===== src/hdl/upm_pkg.sv =====
// Constants and types shared by the user-port pass-through stage
//
// Notes on behaviour
// - Request taken when request and ready high
// - Device raises user write-data request when controller asks in user mode
// - User mode forwards refresh request to controller
// - User mode forwards burst-begin to controller
// - Read data passes in user mode, else low
// - Read valid passes in user mode, else low
// - Init done passes in user mode, else low
// - Refresh ack passes in user mode, else low
// - Calibration-complete rises only after calibration finished
package upm_pkg;

   localparam int UPM_DATA_W  = 32;
   localparam int UPM_ADDR_W  = 24;
   localparam int UPM_BE_W    = UPM_DATA_W / 8;
   localparam int UPM_SIZE_W  = 1;

   localparam logic [UPM_SIZE_W-1:0] UPM_SIZE_ONE = 1'h1;

   typedef enum logic [1:0] {
      UPM_WAIT_INIT = 2'b00,
      UPM_CALIB     = 2'b01,
      UPM_USER      = 2'b10
   } upm_state_t;

   localparam upm_state_t UPM_STATE_RST = UPM_WAIT_INIT;
   localparam logic       UPM_MODE_RST  = 1'h0;
   localparam logic [UPM_DATA_W-1:0] UPM_RDATA_RST = 32'h0000_0000;

   typedef struct packed {
      upm_state_t state;
      logic       usr_mode;
   } upm_ctrl_t;

   typedef struct packed {
      logic [UPM_DATA_W-1:0] rdata;
      logic                  rdata_valid;
      logic                  init_done;
      logic                  refresh_ack;
   } upm_resp_t;

endpackage : upm_pkg


===== src/hdl/upm_resp_gate.sv =====
// Registered gate for controller responses toward one requester
module upm_resp_gate (
   input  wire logic                           sys_clk,
   input  wire logic                           rstn,
   input  wire logic                           clk_en,
   input  wire logic                           gate_open,
   input  wire logic [upm_pkg::UPM_DATA_W-1:0] ctl_rdata,
   input  wire logic                           ctl_rdata_valid,
   input  wire logic                           ctl_init_done,
   input  wire logic                           ctl_refresh_ack,
   output logic      [upm_pkg::UPM_DATA_W-1:0] out_rdata,
   output logic                                out_rdata_valid,
   output logic                                out_init_done,
   output logic                                out_refresh_ack
);

   upm_pkg::upm_resp_t resp;
   upm_pkg::upm_resp_t next_resp;

   // A closed gate forces every bit low on the next clock with clk_en high; while clk_en is low all bits hold
   always_comb begin
      next_resp = resp;
      if (clk_en) begin
         next_resp.rdata       = gate_open ? ctl_rdata : upm_pkg::UPM_RDATA_RST;
         next_resp.rdata_valid = gate_open & ctl_rdata_valid;
         next_resp.init_done   = gate_open & ctl_init_done;
         next_resp.refresh_ack = gate_open & ctl_refresh_ack;
      end
   end

   always_ff @(posedge sys_clk or negedge rstn) begin
      if (!rstn) begin
         resp <= '0;
      end else begin
         resp <= next_resp;
      end
   end

   assign out_rdata       = resp.rdata;
   assign out_rdata_valid = resp.rdata_valid;
   assign out_init_done   = resp.init_done;
   assign out_refresh_ack = resp.refresh_ack;

   rdata_pass_a:
      assert property (@(posedge sys_clk) disable iff (!rstn)
         clk_en |=> out_rdata == (($past(gate_open)) ? $past(ctl_rdata) : '0))
      else $error("Read data does not match gated controller data");

   valid_pass_a:
      assert property (@(posedge sys_clk) disable iff (!rstn)
         clk_en |=> out_rdata_valid == ($past(gate_open) && $past(ctl_rdata_valid)))
      else $error("Read valid does not follow gated controller valid");

   init_pass_a:
      assert property (@(posedge sys_clk) disable iff (!rstn)
         clk_en && !gate_open |=> !out_init_done)
      else $error("Init done seen while gate closed");

   ack_pass_a:
      assert property (@(posedge sys_clk) disable iff (!rstn)
         clk_en && gate_open && ctl_refresh_ack |=> out_refresh_ack)
      else $error("Refresh acknowledge lost while gate open");

endmodule : upm_resp_gate


===== src/hdl/upm_passthrough.sv =====
// User-port pass-through between user logic, calibration sequencer and controller
module upm_passthrough (
   input  wire logic                           sys_clk,
   input  wire logic                           rstn,
   input  wire logic                           clk_en,
   // User side
   input  wire logic [upm_pkg::UPM_ADDR_W-1:0] user_address,
   input  wire logic [upm_pkg::UPM_BE_W-1:0]   user_byte_enables,
   input  wire logic                           user_read_req,
   input  wire logic                           user_write_req,
   input  wire logic [upm_pkg::UPM_SIZE_W-1:0] user_size,
   input  wire logic [upm_pkg::UPM_DATA_W-1:0] user_wdata,
   input  wire logic                           user_refresh_req,
   input  wire logic                           user_burstbegin,
   output logic                                user_ready,
   output logic                                user_wdata_req,
   output logic      [upm_pkg::UPM_DATA_W-1:0] user_rdata,
   output logic                                user_rdata_valid,
   output logic                                user_init_done,
   output logic                                user_refresh_ack,
   // Calibration sequencer side
   input  wire logic [upm_pkg::UPM_ADDR_W-1:0] seq_address,
   input  wire logic [upm_pkg::UPM_BE_W-1:0]   seq_byte_enables,
   input  wire logic                           seq_read_req,
   input  wire logic                           seq_write_req,
   input  wire logic [upm_pkg::UPM_DATA_W-1:0] seq_wdata,
   input  wire logic                           seq_refresh_req,
   input  wire logic                           seq_burstbegin,
   input  wire logic                           seq_cal_done,
   output logic                                seq_ready,
   output logic                                seq_wdata_req,
   output logic      [upm_pkg::UPM_DATA_W-1:0] seq_rdata,
   output logic                                seq_rdata_valid,
   output logic                                seq_init_done,
   output logic                                seq_refresh_ack,
   // Controller side
   output logic      [upm_pkg::UPM_ADDR_W-1:0] ctl_address,
   output logic      [upm_pkg::UPM_BE_W-1:0]   ctl_byte_enables,
   output logic                                ctl_read_req,
   output logic                                ctl_write_req,
   output logic      [upm_pkg::UPM_SIZE_W-1:0] ctl_size,
   output logic      [upm_pkg::UPM_DATA_W-1:0] ctl_wdata,
   output logic                                ctl_refresh_req,
   output logic                                ctl_burstbegin,
   output logic                                ctl_usr_mode_rdy,
   input  wire logic                           ctl_ready,
   input  wire logic                           ctl_wdata_req,
   input  wire logic [upm_pkg::UPM_DATA_W-1:0] ctl_rdata,
   input  wire logic                           ctl_rdata_valid,
   input  wire logic                           ctl_init_done,
   input  wire logic                           ctl_refresh_ack
);

   upm_pkg::upm_ctrl_t ctrl;
   upm_pkg::upm_ctrl_t next_ctrl;

   // Mode sequencing: wait for the controller, calibrate, then hand over.
   // A drop of the sequencer's done returns to calibration, so a
   // recalibration takes the port away from user logic cleanly.
   always_comb begin
      next_ctrl = ctrl;
      if (clk_en) begin
         case (ctrl.state)
            upm_pkg::UPM_WAIT_INIT: begin
               if (ctl_init_done) begin
                  next_ctrl.state = upm_pkg::UPM_CALIB;
               end
            end
            upm_pkg::UPM_CALIB: begin
               if (!ctl_init_done) begin
                  next_ctrl.state = upm_pkg::UPM_WAIT_INIT;
               end else if (seq_cal_done) begin
                  next_ctrl.state = upm_pkg::UPM_USER;
               end
            end
            upm_pkg::UPM_USER: begin
               if (!ctl_init_done) begin
                  next_ctrl.state = upm_pkg::UPM_WAIT_INIT;
               end else if (!seq_cal_done) begin
                  next_ctrl.state = upm_pkg::UPM_CALIB;
               end
            end
            default: begin
               next_ctrl.state = upm_pkg::UPM_STATE_RST;
            end
         endcase
         next_ctrl.usr_mode = (next_ctrl.state == upm_pkg::UPM_USER);
      end
   end

   always_ff @(posedge sys_clk or negedge rstn) begin
      if (!rstn) begin
         ctrl.state    <= upm_pkg::UPM_STATE_RST;
         ctrl.usr_mode <= upm_pkg::UPM_MODE_RST;
      end else begin
         ctrl <= next_ctrl;
      end
   end

   assign ctl_usr_mode_rdy = ctrl.usr_mode;

   // Request path stays combinational so the ready handshake is not skewed
   // against the request by a register stage.
   always_comb begin
      if (ctrl.usr_mode) begin
         ctl_address      = user_address;
         ctl_byte_enables = user_byte_enables;
         ctl_read_req     = user_read_req;
         ctl_write_req    = user_write_req;
         ctl_size         = user_size;
         ctl_wdata        = user_wdata;
         ctl_refresh_req  = user_refresh_req;
         ctl_burstbegin   = user_burstbegin;
      end else begin
         ctl_address      = seq_address;
         ctl_byte_enables = seq_byte_enables;
         ctl_read_req     = seq_read_req;
         ctl_write_req    = seq_write_req;
         ctl_size         = upm_pkg::UPM_SIZE_ONE;
         ctl_wdata        = seq_wdata;
         ctl_refresh_req  = seq_refresh_req;
         ctl_burstbegin   = seq_burstbegin;
      end
   end

   assign user_ready     = ctrl.usr_mode & ctl_ready;
   assign seq_ready      = ~ctrl.usr_mode & ctl_ready;
   assign user_wdata_req = ctrl.usr_mode & ctl_wdata_req;
   assign seq_wdata_req  = ~ctrl.usr_mode & ctl_wdata_req;

   upm_resp_gate u_user_gate (
      .sys_clk         (sys_clk),
      .rstn            (rstn),
      .clk_en          (clk_en),
      .gate_open       (ctrl.usr_mode),
      .ctl_rdata       (ctl_rdata),
      .ctl_rdata_valid (ctl_rdata_valid),
      .ctl_init_done   (ctl_init_done),
      .ctl_refresh_ack (ctl_refresh_ack),
      .out_rdata       (user_rdata),
      .out_rdata_valid (user_rdata_valid),
      .out_init_done   (user_init_done),
      .out_refresh_ack (user_refresh_ack)
   );

   upm_resp_gate u_seq_gate (
      .sys_clk         (sys_clk),
      .rstn            (rstn),
      .clk_en          (clk_en),
      .gate_open       (~ctrl.usr_mode),
      .ctl_rdata       (ctl_rdata),
      .ctl_rdata_valid (ctl_rdata_valid),
      .ctl_init_done   (ctl_init_done),
      .ctl_refresh_ack (ctl_refresh_ack),
      .out_rdata       (seq_rdata),
      .out_rdata_valid (seq_rdata_valid),
      .out_init_done   (seq_init_done),
      .out_refresh_ack (seq_refresh_ack)
   );

   user_accept_a:
      assert property (@(posedge sys_clk) disable iff (!rstn)
         user_ready |-> ctl_ready && ctl_usr_mode_rdy && (ctl_read_req == user_read_req)
                        && (ctl_write_req == user_write_req) && (ctl_address == user_address))
      else $error("User ready without a matching controller handshake");

   wdata_req_a:
      assert property (@(posedge sys_clk) disable iff (!rstn)
         user_wdata_req == (ctl_wdata_req && ctl_usr_mode_rdy))
      else $error("Write-data request not passed in user mode");

   refresh_fwd_a:
      assert property (@(posedge sys_clk) disable iff (!rstn)
         ctl_usr_mode_rdy |-> ctl_refresh_req == user_refresh_req)
      else $error("Refresh request not forwarded in user mode");

   burst_fwd_a:
      assert property (@(posedge sys_clk) disable iff (!rstn)
         ctl_usr_mode_rdy |-> ctl_burstbegin == user_burstbegin)
      else $error("Burst begin not forwarded in user mode");

   cal_gate_a:
      assert property (@(posedge sys_clk) disable iff (!rstn)
         $rose(ctl_usr_mode_rdy) |-> $past(seq_cal_done) && $past(ctl_init_done))
      else $error("User mode entered before calibration finished");

   no_leak_a:
      assert property (@(posedge sys_clk) disable iff (!rstn)
         !ctl_usr_mode_rdy |-> ctl_refresh_req == seq_refresh_req
                               && ctl_burstbegin == seq_burstbegin && !user_ready)
      else $error("User strobe leaked to controller outside user mode");

   init_follow_a:
      assert property (@(posedge sys_clk) disable iff (!rstn)
         clk_en && ctl_usr_mode_rdy && $past(ctl_usr_mode_rdy) && ctl_init_done
         |=> user_init_done)
      else $error("Init done not passed to user in user mode");

   rdata_low_a:
      assert property (@(posedge sys_clk) disable iff (!rstn)
         clk_en && !ctl_usr_mode_rdy |=> user_rdata == '0 && !user_refresh_ack)
      else $error("User responses not held low outside user mode");

   valid_low_a:
      assert property (@(posedge sys_clk) disable iff (!rstn)
         clk_en && !ctl_usr_mode_rdy |=> !user_rdata_valid && !user_init_done)
      else $error("User valid or init done not held low outside user mode");

   ack_follow_a:
      assert property (@(posedge sys_clk) disable iff (!rstn)
         clk_en && ctl_usr_mode_rdy && ctl_refresh_ack |=> user_refresh_ack)
      else $error("Refresh acknowledge not passed to user in user mode");

   mode_exit_a:
      assert property (@(posedge sys_clk) disable iff (!rstn)
         clk_en && ctl_usr_mode_rdy && !seq_cal_done |=> !ctl_usr_mode_rdy)
      else $error("User mode kept after calibration was withdrawn");

   // A frozen block must not hand the port over behind the sequencer's back
   mode_hold_a:
      assert property (@(posedge sys_clk) disable iff (!rstn)
         !clk_en |=> $stable(ctl_usr_mode_rdy))
      else $error("Mode changed while clock enable was low");

endmodule : upm_passthrough


===== config.mk =====
export PLATFORM = sky130hd
export DESIGN_NAME = upm_passthrough
export DESIGN_NICKNAME = d
export VERILOG_FILES = /design/src/hdl/upm_pkg.sv /design/src/hdl/upm_resp_gate.sv /design/src/hdl/upm_passthrough.sv
export SDC_FILE = /design/constraint.sdc
export NUM_CORES = 1
export LEC_CHECK = 0
export BUFFER_PORTS_ARGS = -buffer_cell sky130_fd_sc_hd__buf_2
export CORE_AREA = 4 4 117 119
export DETAILED_ROUTE_END_ITERATION = 7
export DIE_AREA = 0 0 121 123
export PLACE_DENSITY_LB_ADDON = 0.3
export SLEW_MARGIN = 40
export SYNTH_ARGS = -nofsm -noshare
export SYNTH_HDL_FRONTEND = slang
export SYNTH_SLANG_ARGS = --single-unit

===== constraint.sdc =====
create_clock -name sys_clk -period 1.5 [get_ports sys_clk]
set_clock_uncertainty 0.15 [all_clocks]
set_input_delay 0.15 -clock sys_clk [delete_from_list [all_inputs] [get_ports sys_clk]]
set_output_delay 0.15 -clock sys_clk [all_outputs]
set_load 0.05 [all_outputs]

### Word-level counts from Yosys, hierarchy flattened

Cells that the tools add are included.

| cells by class | value |
|---|---|
| equality and inequality tests | 3 |
| mux-type cells | 17 |
| bitwise operators | 11 |
| reductions and logical operators | 1 |

Operators with widths:

| operator | count |
|---|---|
| two-way mux 32 bit | 3 |
| two-way mux 24 bit | 1 |
| two-way mux 2 bit | 6 |
| AND 1 bit | 10 |
| one-hot mux 2 bit (3 select lines) | 1 |
| two-way mux 1 bit | 5 |
| == test 2 bit (second input constant) | 2 |
| two-way mux 4 bit | 1 |
| == test 2 x 1 -> 1 bit (second input constant) | 1 |
| logical NOT 2 bit | 1 |
| NOT 1 bit | 1 |

| word-level totals | value |
|---|---|
| flip-flop bits (word level) | 73 |
| input bits | 170 |
| output and inout port bits | 140 |
| logic and storage cells | 42 |

### Depth between registers and ports, before layout

Gate-level depths: netlist of run 1.

| logic depth | value |
|---|---|
| word-level depth | 5 |
| depth in mapped cells | 5 |

### Cells and area by module

A second synthesis of run 1 with hierarchy kept.

| unflattened totals | value |
|---|---|
| cell total of the unflattened synthesis | 398 |
| area total of the unflattened synthesis | 4234.1 um^2 |

By module, submodules not included:

| module | times used | cells an instance | area each (um^2) | seq. area each (um^2) |
|---|---|---|---|---|
| upm_resp_gate | 2 | 152 | 1466.4 | 875.8 |
| upm_passthrough | 1 | 94 | 1301.2 | 75.1 |

### Least setup slack after synthesis of run 1

No wires, ideal clock.

| timing path | value |
|---|---|
| path kind | flip-flop to output port |
| from | register ctrl (netlist bit ctl_usr_mode_rdy) |
| to | output seq_ready |
| arrival time | 1.717 ns |
| required time | 1.200 ns |
| path slack | -0.517 ns |
| stages on the path, launching flop included | 5 |
| buffers on the path | 3 |
| cell sequence | dfrtp_1 > buf_6 > buf_6 > buf_6 > nor2b_1 |

| between the ends | value |
|---|---|
| word-level cells in the longest chain between the ends | 2 |

Ends and longest elaborated chain:

| element | line | source |
|---|---|---|
| from (decl) | upm_passthrough.sv:54 | `upm_pkg::upm_ctrl_t ctrl;` |
| from (signal assigned) | upm_passthrough.sv:96 | `ctrl <= next_ctrl;` |
| NOT 1 bit | upm_passthrough.sv:127 | `assign seq_ready = ~ctrl.usr_mode & ctl_ready;` |
| AND 1 bit | upm_passthrough.sv:127 |  |
| to (decl) | upm_passthrough.sv:30 | `output logic seq_ready,` |

Every way passes these cells.

### Worst setup path after layout of run 1

| timing path | value |
|---|---|
| from | register ctrl (netlist bit ctl_usr_mode_rdy) |
| to | output ctl_byte_enables[3] in the netlist's numbering |

| between the ends | value |
|---|---|
| word-level cells in the longest chain between the ends | 1 |

Ends and longest elaborated chain:

| element | line | source |
|---|---|---|
| two-way mux 4 bit | upm_passthrough.sv:105 | `if (ctrl.usr_mode) begin` |
| to (decl) | upm_passthrough.sv:38 | `output logic [upm_pkg::UPM_BE_W-1:0] ctl_byte_enables,` |

Every way passes these cells.

==> run_results.csv, run 1 <==
group,metric,value,unit
status,outcome,"complete, but fails checks",
status,failed_checks,"setup timing",
global_route,grt_pass1_vias,4363,
timing,worst_pin_slew,0.402,ns
min_path,hold_class,"input pin to flop",
logic_synthesis,synthesis.nets,532,
global_route,grt_antenna_before_repair,5,
drt,ant_nets,0,
place,gp_congestion,0.868,
min_path,hold_end,"u_user_gate.out_rdata[10]",
logic_synthesis,yosys.area_share.simple,0.115,
floorplanning,start_util,0.310,
timing,tns,-23.22,ns
min_path,min_delay_path_depth,2,
worst_setup_path,path_class,"flop to output pin",
timing,hold_violations,0,
clock_network,cts_htree_levels,3,
worst_setup_path,crit_path_end_kind,"output pin",
power_and_ir_drop,leakagePower,3.55,nW
worst_setup_path,start_kind,"flop",
logic_synthesis,synth_seq_cells,73,
min_path,min_from,"clk_en",
global_route,grt_usage,0.198,
floorplanning,row_count,41,
place,port_buffers,309,
worst_setup_path,worst_ep_arrival_time,1.57,ns
layout,drive_gt1_frac,0.621,
layout,final_cells,885,
drt,num_vias,4104,
place,post-place-cells,826,
clock_network,insertion_delay,0.32,ns
logic_synthesis,ys_warn_count,0,
drt,dr.pass1.iters,6,
timing,post-route-worst-setup-slack,-0.367,ns
worst_setup_path,reg2reg_depth,4,
logic_synthesis,syn_inst,362,
layout,fin_area,6970,sq um
timing,fin_crit_sh,1.24,
power_and_ir_drop,finalPower,7.32,mW
floorplanning,die_w,121,um
worst_setup_path,reg2reg_to,"u_seq_gate.out_rdata[27]",
layout,nets,873,
drt,drc_errors,0,
drt,wl_per_cell,17.6,um
worst_setup_path,r2r_start,"ctl_usr_mode_rdy",
floorplanning,die_height,123,um
logic_synthesis,synth.distinct_cells,25,
timing,drv_slew,0,
clock_network,ctsRootBufferMaster,"clkbuf_16",
clock_network,path_clk_slew,0.06,ns
global_route,grt_pass1_wl,23200,um
drt,vias_per_cell,4.64,
drt,wirelength,15500,um
clock_network,cts_tree,"done",
timing,holdWs,0.150,ns
logic_synthesis,synthXorXnorAreaFrac,0.00225,
power_and_ir_drop,p_per_area,1050,nW/um^2
logic_synthesis,synth_top_family_by_area,"multiplexers",
logic_synthesis,synth_compound_gate_area_share,0.133,
clock_network,cts_inserted_buffers,9,
clock_network,cts.sinks,73,
timing,setup_viol,70,
place,dp_hpwl,11800,um
layout,post-route-util,0.554,
timing,max_freq,536,MHz
worst_setup_path,worstPathRequired,1.20,ns
floorplanning,num_io_pins,310,
floorplanning,dieArea,14900,sq um
global_route,grt_max_degree,74,
worst_setup_path,reg2reg_slack,0.09,ns
timing,rsz0062_at_grt,"yes",
place,dp_slack,-0.0887,ns
logic_synthesis,synthMuxAreaShare,0.193,
flow_run,drv_cap,0,
power_and_ir_drop,vdd_drop_max,807,uV
clock_network,cts.path.max_buffers,2,
logic_synthesis,ys_seq_area_frac,0.468,
logic_synthesis,synth-adder-area-share,0,
timing,slew_headroom,0.732,
global_route,grt_overflow,0,
worst_setup_path,crit_fanout,10,
layout,syn_to_final_growth,78.6,%
floorplanning,core,12600,sq um
logic_synthesis,avgSynthCellArea,10.8,sq um
place,placed_cell_area,5860,sq um
drt,drtIter0Drc,182,
logic_synthesis,syn_area,3900,sq um
timing,finalCriticalPeriod,1.87,ns
-- cell families after synthesis --
family	Yosys count
xor+xnor	1
simple gates	79
flops	73
mux	64
compound gates	75
buf+inv	70
-- power breakdown --
| part | internal [mW] | leakage (nW) | switching, mW |
|---|---|---|---|
| combinational | 1.21 | 2.47 | 1.96 |
| clock | 1.15 | 0.128 | 0.753 |
| sequential | 2.15 | 0.950 | 0.103 |
| total | 4.50 | 3.55 | 2.81 |
-- metal layers --
layer	vias to the layer above	global-route usage	routed length, um
met5	-	0	0
met4	0	0.0694	250
met3	19	0.0489	1170
met2	178	0.357	8350
met1	1968	0.228	5780
li1	1939	-	-
-- how the worst max path moves through the flow --
stage	start	depth (start not counted)	slack, ns	to
after global placement	ctl_usr_mode_rdy	3	-0.07	ctl_wdata[29]
after floorplan	ctl_usr_mode_rdy	4	-0.13	ctl_address[14]
final	ctl_usr_mode_rdy	3	-0.37	ctl_byte_enables[3]
after detailed placement	ctl_usr_mode_rdy	3	-0.09	ctl_wdata[29]
after global routing	ctl_usr_mode_rdy	3	-0.43	ctl_byte_enables[3]
after CTS	ctl_usr_mode_rdy	3	-0.41	ctl_wdata[2]
-- area by class of cell --
cell class	count	area (sq um)
antenna	6	15.0
clock buffer	12	246
clock inverter	3	17.5
fill	1063	5600
inverter	39	146
multi-input combinational	219	1940
sequential	73	1830
tap	172	215
timing repair buffer	361	2560
-- timing repair --
action                     CTS  global route
setup endpoints to repair   70            71
hold endpoints to repair   145             0
resized for setup          130             7
cloned                       1             0
hold buffers                37             0
setup buffers                0             0
-- cell usage after synthesis --
cell type / instances / area share
dfrtp_1: 73 / 0.47
mux2_2: 55 / 0.16
inv_1: 37 / 0.036
nand3_1: 36 / 0.046
nor2b_1: 36 / 0.058
o21ai_0: 36 / 0.046
a31o_2: 31 / 0.070
buf_2: 19 / 0.024
mux2_4: 9 / 0.035
buf_6: 6 / 0.017
a31o_1: 3 / 0.0067
buf_4: 3 / 0.0058
clkbuf_1: 3 / 0.0029
and2_1: 2 / 0.0032
inv_2: 2 / 0.0019
nand2_1: 2 / 0.0019
a2111o_1: 1 / 0.0029
a21oi_1: 1 / 0.0013
a32o_1: 1 / 0.0026
nand2b_1: 1 / 0.0016
nand3b_1: 1 / 0.0019
nor4bb_1: 1 / 0.0026
o22ai_1: 1 / 0.0016
o31ai_1: 1 / 0.0019
xnor2_1: 1 / 0.0022
-- worst max-delay path, stage by stage (launching register included) --
cell and delay (ns):
dfrtp_4 0.50, buf_6 0.19, mux2_2 0.35, buf_2 0.21
-- placed cells by master (no fill, tap or decap), drive strengths merged --
cell type	Yosys	routed
nor2b	36	36
nand2	2	2
o31ai	1	1
clkinv	0	2
buf	28	324
a2111o	1	1
nand2b	1	1
o22ai	1	1
and2	2	2
nand3b	1	1
a32o	1	1
diode	0	6
inv	39	39
mux2	64	64
nor4bb	1	1
a21oi	1	1
a31o	34	34
dlygate4sd3	0	37
o21ai	36	36
nand3	36	36
dfrtp	73	73
clkinvlp	0	1
xnor2	1	1
clkbuf	3	12
Note: power is estimated with default switching activity, not from simulation.
==> inputs of run 2 (changes only) <==
Settings changed: CORE_AREA 4 4 117 119 to unset, CORE_MARGIN set to 4, CORE_UTILIZATION set to 30, DIE_AREA 0 0 121 123 to unset.
==> run_results.csv, run 2 (synthesized netlist as in run 1, its figures left out) <==
group,metric,value,unit
drt,drtIter0Drc,162,
status,failed_checks,"setup timing",
min_path,min_delay_path_depth,2,
clock_network,cts_inserted_buffers,9,
worst_setup_path,reg2reg_slack,0.05,ns
floorplanning,num_io_pins,310,
worst_setup_path,reg2reg_to,"u_seq_gate.out_rdata[27]",
timing,rsz0062_at_grt,"yes",
timing,tns,-23.23,ns
worst_setup_path,cp_slowest_cell,"dfrtp_4",
floorplanning,row_count,41,
clock_network,cts_htree_levels,3,
floorplanning,start_util,0.308,
power_and_ir_drop,vdd_drop_max,769,uV
layout,syn_to_final_growth,81.2,%
worst_setup_path,start_kind,"flop",
timing,finalCriticalPeriod,1.89,ns
drt,num_vias,4177,
global_route,grt_antenna_before_repair,6,
floorplanning,die_height,122,um
worst_setup_path,r2r_start,"ctl_usr_mode_rdy",
timing,worst_pin_slew,0.336,ns
place,dp_hpwl,12500,um
clock_network,ctsRootBufferMaster,"clkbuf_16",
drt,ant_nets,0,
layout,final_cell_mix,"buf_2 (236), dfrtp_1 (72), buf_6 (65)",
global_route,grt_overflow,0,
layout,multi_input_area,1970,sq um
global_route,grt_max_degree,54,
flow_run,drv_cap,0,
worst_setup_path,path_cells,"buf_16 > mux2_4 > buf_6",
clock_network,path_clk_slew,0.06,ns
timing,max_freq,529,MHz
drt,dr.pass1.iters,4,
layout,post-route-util,0.558,
timing,fin_crit_sh,1.26,
global_route,grt_usage,0.207,
timing,hold_violations,0,
timing,setup_viol,70,
worst_setup_path,crit_path_end_kind,"output pin",
status,outcome,"complete, but fails checks",
worst_setup_path,crit_buf_inv,2,
timing,slew_headroom,0.776,
layout,final_cells,885,
worst_setup_path,path_delay_family,"flip-flops",
global_route,grt_pass1_wl,23500,um
worst_setup_path,worst_ep_arrival_time,1.59,ns
worst_setup_path,worstPathRequired,1.20,ns
global_route,grt_pass1_vias,4373,
clock_network,cts.sinks,73,
floorplanning,core,12700,sq um
timing,post-route-worst-setup-slack,-0.390,ns
worst_setup_path,reg2reg_depth,4,
layout,final-seq-area,1830,sq um
min_path,min_from,"clk_en",
power_and_ir_drop,leakagePower,3.60,nW
power_and_ir_drop,finalPower,7.75,mW
floorplanning,die_w,122,um
layout,nets,872,
timing,holdWs,0.0473,ns
place,port_buffers,309,
drt,drc_errors,0,
drt,wl_per_cell,18.4,um
drt,wirelength,16300,um
min_path,hold_class,"input pin to flop",
clock_network,cts_tree,"done",
clock_network,cts.path.max_buffers,2,
clock_network,insertion_delay,0.33,ns
layout,num-fill-cells,1108,
worst_setup_path,path_class,"flop to output pin",
worst_setup_path,crit_fanout,34,
floorplanning,dieArea,14900,sq um
layout,final_common_cell,"buf_2",
place,post-place-cells,826,
worst_setup_path,cpPeakStageDelay,0.51,ns
place,gp_congestion,0.925,
layout,drive_gt1_frac,0.627,
power_and_ir_drop,p_per_area,1100,nW/um^2
timing,drv_slew,0,
drt,vias_per_cell,4.72,
min_path,hold_end,"ctl_usr_mode_rdy",
-- run 2: area by class of cell --
type                       instances  area share
timing repair buffer             360       0.364
multi-input combinational        219       0.279
sequential                        73       0.259
clock buffer                       9      0.0319
tap                              172      0.0305
inverter                          39      0.0207
clock inverter                     7      0.0135
antenna                            6     0.00212
-- run 2: how the worst max path moves through the flow --
| stage | start | end | slack (ns) | cells after the start |
|---|---|---|---|---|
| finish | ctl_usr_mode_rdy | ctl_wdata[22] | -0.39 | 3 |
| global route | ctl_usr_mode_rdy | ctl_wdata[11] | -0.42 | 3 |
| CTS | ctl_usr_mode_rdy | ctl_wdata[13] | -0.40 | 3 |
| detailed placement | ctl_usr_mode_rdy | ctl_wdata[17] | -0.07 | 3 |
| global placement | ctl_usr_mode_rdy | ctl_wdata[17] | -0.07 | 3 |
| floorplan | ctl_usr_mode_rdy | ctl_address[14] | -0.13 | 4 |
-- run 2: routing by layer --
metal	track usage	vias up	wire length, um
met3	0.0539	30	1380
met4	0.0966	0	458
met2	0.356	197	8250
met1	0.240	2016	6220
met5	0	-	0
li1	-	1934	-
-- run 2: repair_timing --
action | 4_1_cts | 5_1_grt
setup buffers | 0 | 0
hold buffers | 38 | 0
endpoints found under the setup margin | 71 | 73
resized for setup | 138 | 11
hold endpoints to repair | 146 | 0
-- run 2: where the power goes --
part	leakage (nW)	internal [mW]	switching [mW]	total, mW
logic	2.50	1.22	1.99	3.21
clock network	0.155	1.45	0.839	2.29
registers	0.950	2.15	0.100	2.25
total	3.60	4.82	2.93	7.75
-- run 2: stage by stage --
stage / setup slack (ns) / area, sq um
after floorplan: -0.133 / 4130
after global placement: -0.0674 / 5890
after detailed placement: -0.0684 / 5890
after CTS: -0.395 / 7020
after global routing: -0.424 / 7070
final: -0.390 / 7070
==> inputs of run 3 (changes only) <==
Settings changed: BUFFER_PORTS_ARGS -buffer_cell sky130_fd_sc_hd__buf_2 to unset, DONT_BUFFER_PORTS set to 1.
==> run_results.csv, run 3 (synthesized netlist as in run 1, its figures left out) <==
group,metric,value,unit
status,outcome,"complete, but fails checks",
status,failed_checks,"hold timing, setup timing",
global_route,grt_max_degree,144,
worst_setup_path,startpoint,"ctl_usr_mode_rdy",
timing,worst_pin_slew,0.296,ns
place,dp_hpwl,11800,um
worst_setup_path,endpoint,"seq_wdata_req",
drt,ant_nets,0,
clock_network,insertion_delay,0.32,ns
global_route,grt_antenna_before_repair,0,
drt,num_vias,3171,
timing,fin_crit_sh,1.21,
power_and_ir_drop,vdd_drop_max,747,uV
timing,drv_slew,0,
timing,holdWs,-0.634,ns
drt,drc_errors,0,
global_route,grt_pass1_wl,21400,um
drt,met3_length,1490,um
floorplanning,row_count,41,
clock_network,cts.path.max_buffers,2,
power_and_ir_drop,p_seq_frac,0.325,
worst_setup_path,worst-path-stages,4,
clock_network,ctsRootBufferMaster,"clkbuf_16",
power_and_ir_drop,finalPower,6.92,mW
floorplanning,num_io_pins,310,
worst_setup_path,crit_fanout,32,
worst_setup_path,crit_path_end_kind,"output pin",
worst_setup_path,reg2reg_slack,-0.02,ns
min_path,hold_class,"input pin to async pin",
worst_setup_path,reg2reg_to,"u_seq_gate.out_rdata[27]",
clock_network,cts.sinks,73,
layout,final_cell_mix,"dfrtp_1 (72), buf_4 (71), mux2_4 (64)",
worst_setup_path,crit_buf_inv,3,
timing,tns,-18.50,ns
global_route,grt_usage,0.194,
drt,vias_per_cell,4.99,
worst_setup_path,path_cells,"buf_12 > buf_12 > nor2b_4 > buf_12",
drt,drtIter0Drc,224,
worst_setup_path,r2r_start,"ctl_usr_mode_rdy",
drt,wirelength,15200,um
layout,syn_to_final_growth,40.7,%
power_and_ir_drop,pwr-share-comb,0.372,
timing,finalCriticalPeriod,1.82,ns
floorplanning,dieArea,14900,sq um
timing,hold_violations,143,
worst_setup_path,path_class,"flop to output pin",
timing,post-route-worst-setup-slack,-0.320,ns
place,port_buffers,0,
layout,final_cells,636,
place,placed_cell_area,4790,sq um
worst_setup_path,start_kind,"flop",
clock_network,path_clk_slew,0.06,ns
worst_setup_path,path_delay_family,"buffers and inverters",
power_and_ir_drop,p_int,4.32,mW
timing,max_freq,549,MHz
flow_run,drv_cap,0,
timing,rsz0062_at_grt,"yes",
layout,fin_area,5490,sq um
clock_network,cts_htree_levels,3,
floorplanning,core,12700,sq um
worst_setup_path,cp_slowest_cell,"dfrtp_4",
drt,route.top_layer_used,"met4",
global_route,grt_pass1_vias,3233,
timing,setup_viol,75,
clock_network,postCtsSetupBuffers,0,
floorplanning,start_util,0.308,
layout,nets,628,
layout,post-route-util,0.433,
worst_setup_path,cpPeakStageDelay,0.51,ns
global_route,grt_overflow,0,
place,dp_slack,-0.138,ns
floorplanning,die_w,122,um
layout,drive_gt1_frac,0.419,
clock_network,postCtsHoldBufs,37,
layout,final_common_cell,"dfrtp_1",
power_and_ir_drop,p_per_area,1260,nW/um^2
power_and_ir_drop,swShare,0.376,
layout,num-fill-cells,1226,
worst_setup_path,worst_ep_arrival_time,1.52,ns
power_and_ir_drop,leakagePower,2.48,nW
place,gp_congestion,1.04,
clock_network,cts_tree,"done",
floorplanning,die_height,122,um
worst_setup_path,critPathMostFrequentCell,"buf_12",
worst_setup_path,reg2reg_depth,4,
timing,slew_headroom,0.803,
drt,wl_per_cell,23.8,um
drt,dr.pass1.iters,4,
place,post-place-cells,582,
worst_setup_path,worstPathRequired,1.20,ns
clock_network,cts_inserted_buffers,9,
power_and_ir_drop,power_switching,2.60,mW
drt,met1_length,6070,um
power_and_ir_drop,p_clk_frac,0.303,
drt,met2_length,7470,um
[run 3: changes by cell type in the layout (fill, tap and decap cells not counted), moves of 2 or more]
| cell | delta |
|---|---|
| buf_2 | -236 |
| buf_4 | +59 |
| buf_6 | -63 |
| buf_8 | -2 |
| clkbuf_1 | +3 |
| clkinv_4 | -2 |
| diode_2 | -5 |
[run 3: layout make-up]
cell class | instances | area (sq um) | area share
diodes | 1 | 2.50 | 0.000456
well taps | 172 | 215 | 0.0392
inverters | 39 | 146 | 0.0267
flip-flops and latches | 73 | 1830 | 0.334
clock buffers | 13 | 250 | 0.0456
multi-input cells | 219 | 1960 | 0.357
repair buffers | 116 | 1050 | 0.191
clock inverters | 3 | 40.0 | 0.00730
[run 3: metal layers]
metal	vias up	global-route usage
li1	1443	-
met1	1551	0.247
met2	168	0.325
met3	9	0.0636
met4	0	0.0406
met5	-	0
[run 3: worst min-delay path by stage]
stage,endpoint,slack [ns]
6_report,u_user_gate.out_rdata[26],-0.63
5_1_grt,u_seq_gate.out_rdata[21],-0.66
4_1_cts,u_seq_gate.out_init_done,-0.65
3_5_place_dp,u_seq_gate.out_rdata[21],-0.29
3_3_place_gp,u_seq_gate.out_rdata[21],-0.29
2_1_floorplan,ctl_usr_mode_rdy,-0.30
[run 3: repair_timing]
item,4_1_cts,5_1_grt
gates resized for setup,10,0
endpoints found under the hold margin,146,143
endpoints found under the setup margin,104,103
[run 3: power by group through the flow]
stage	registers (mW)	clock network, mW	logic, mW
2_1_floorplan	2.86	0	1.48
6_report	2.25	2.10	2.57
5_1_grt	2.28	2.26	2.67
4_1_cts	2.25	2.16	2.59
3_5_place_dp	2.28	0	2.47
3_3_place_gp	2.28	0	2.44
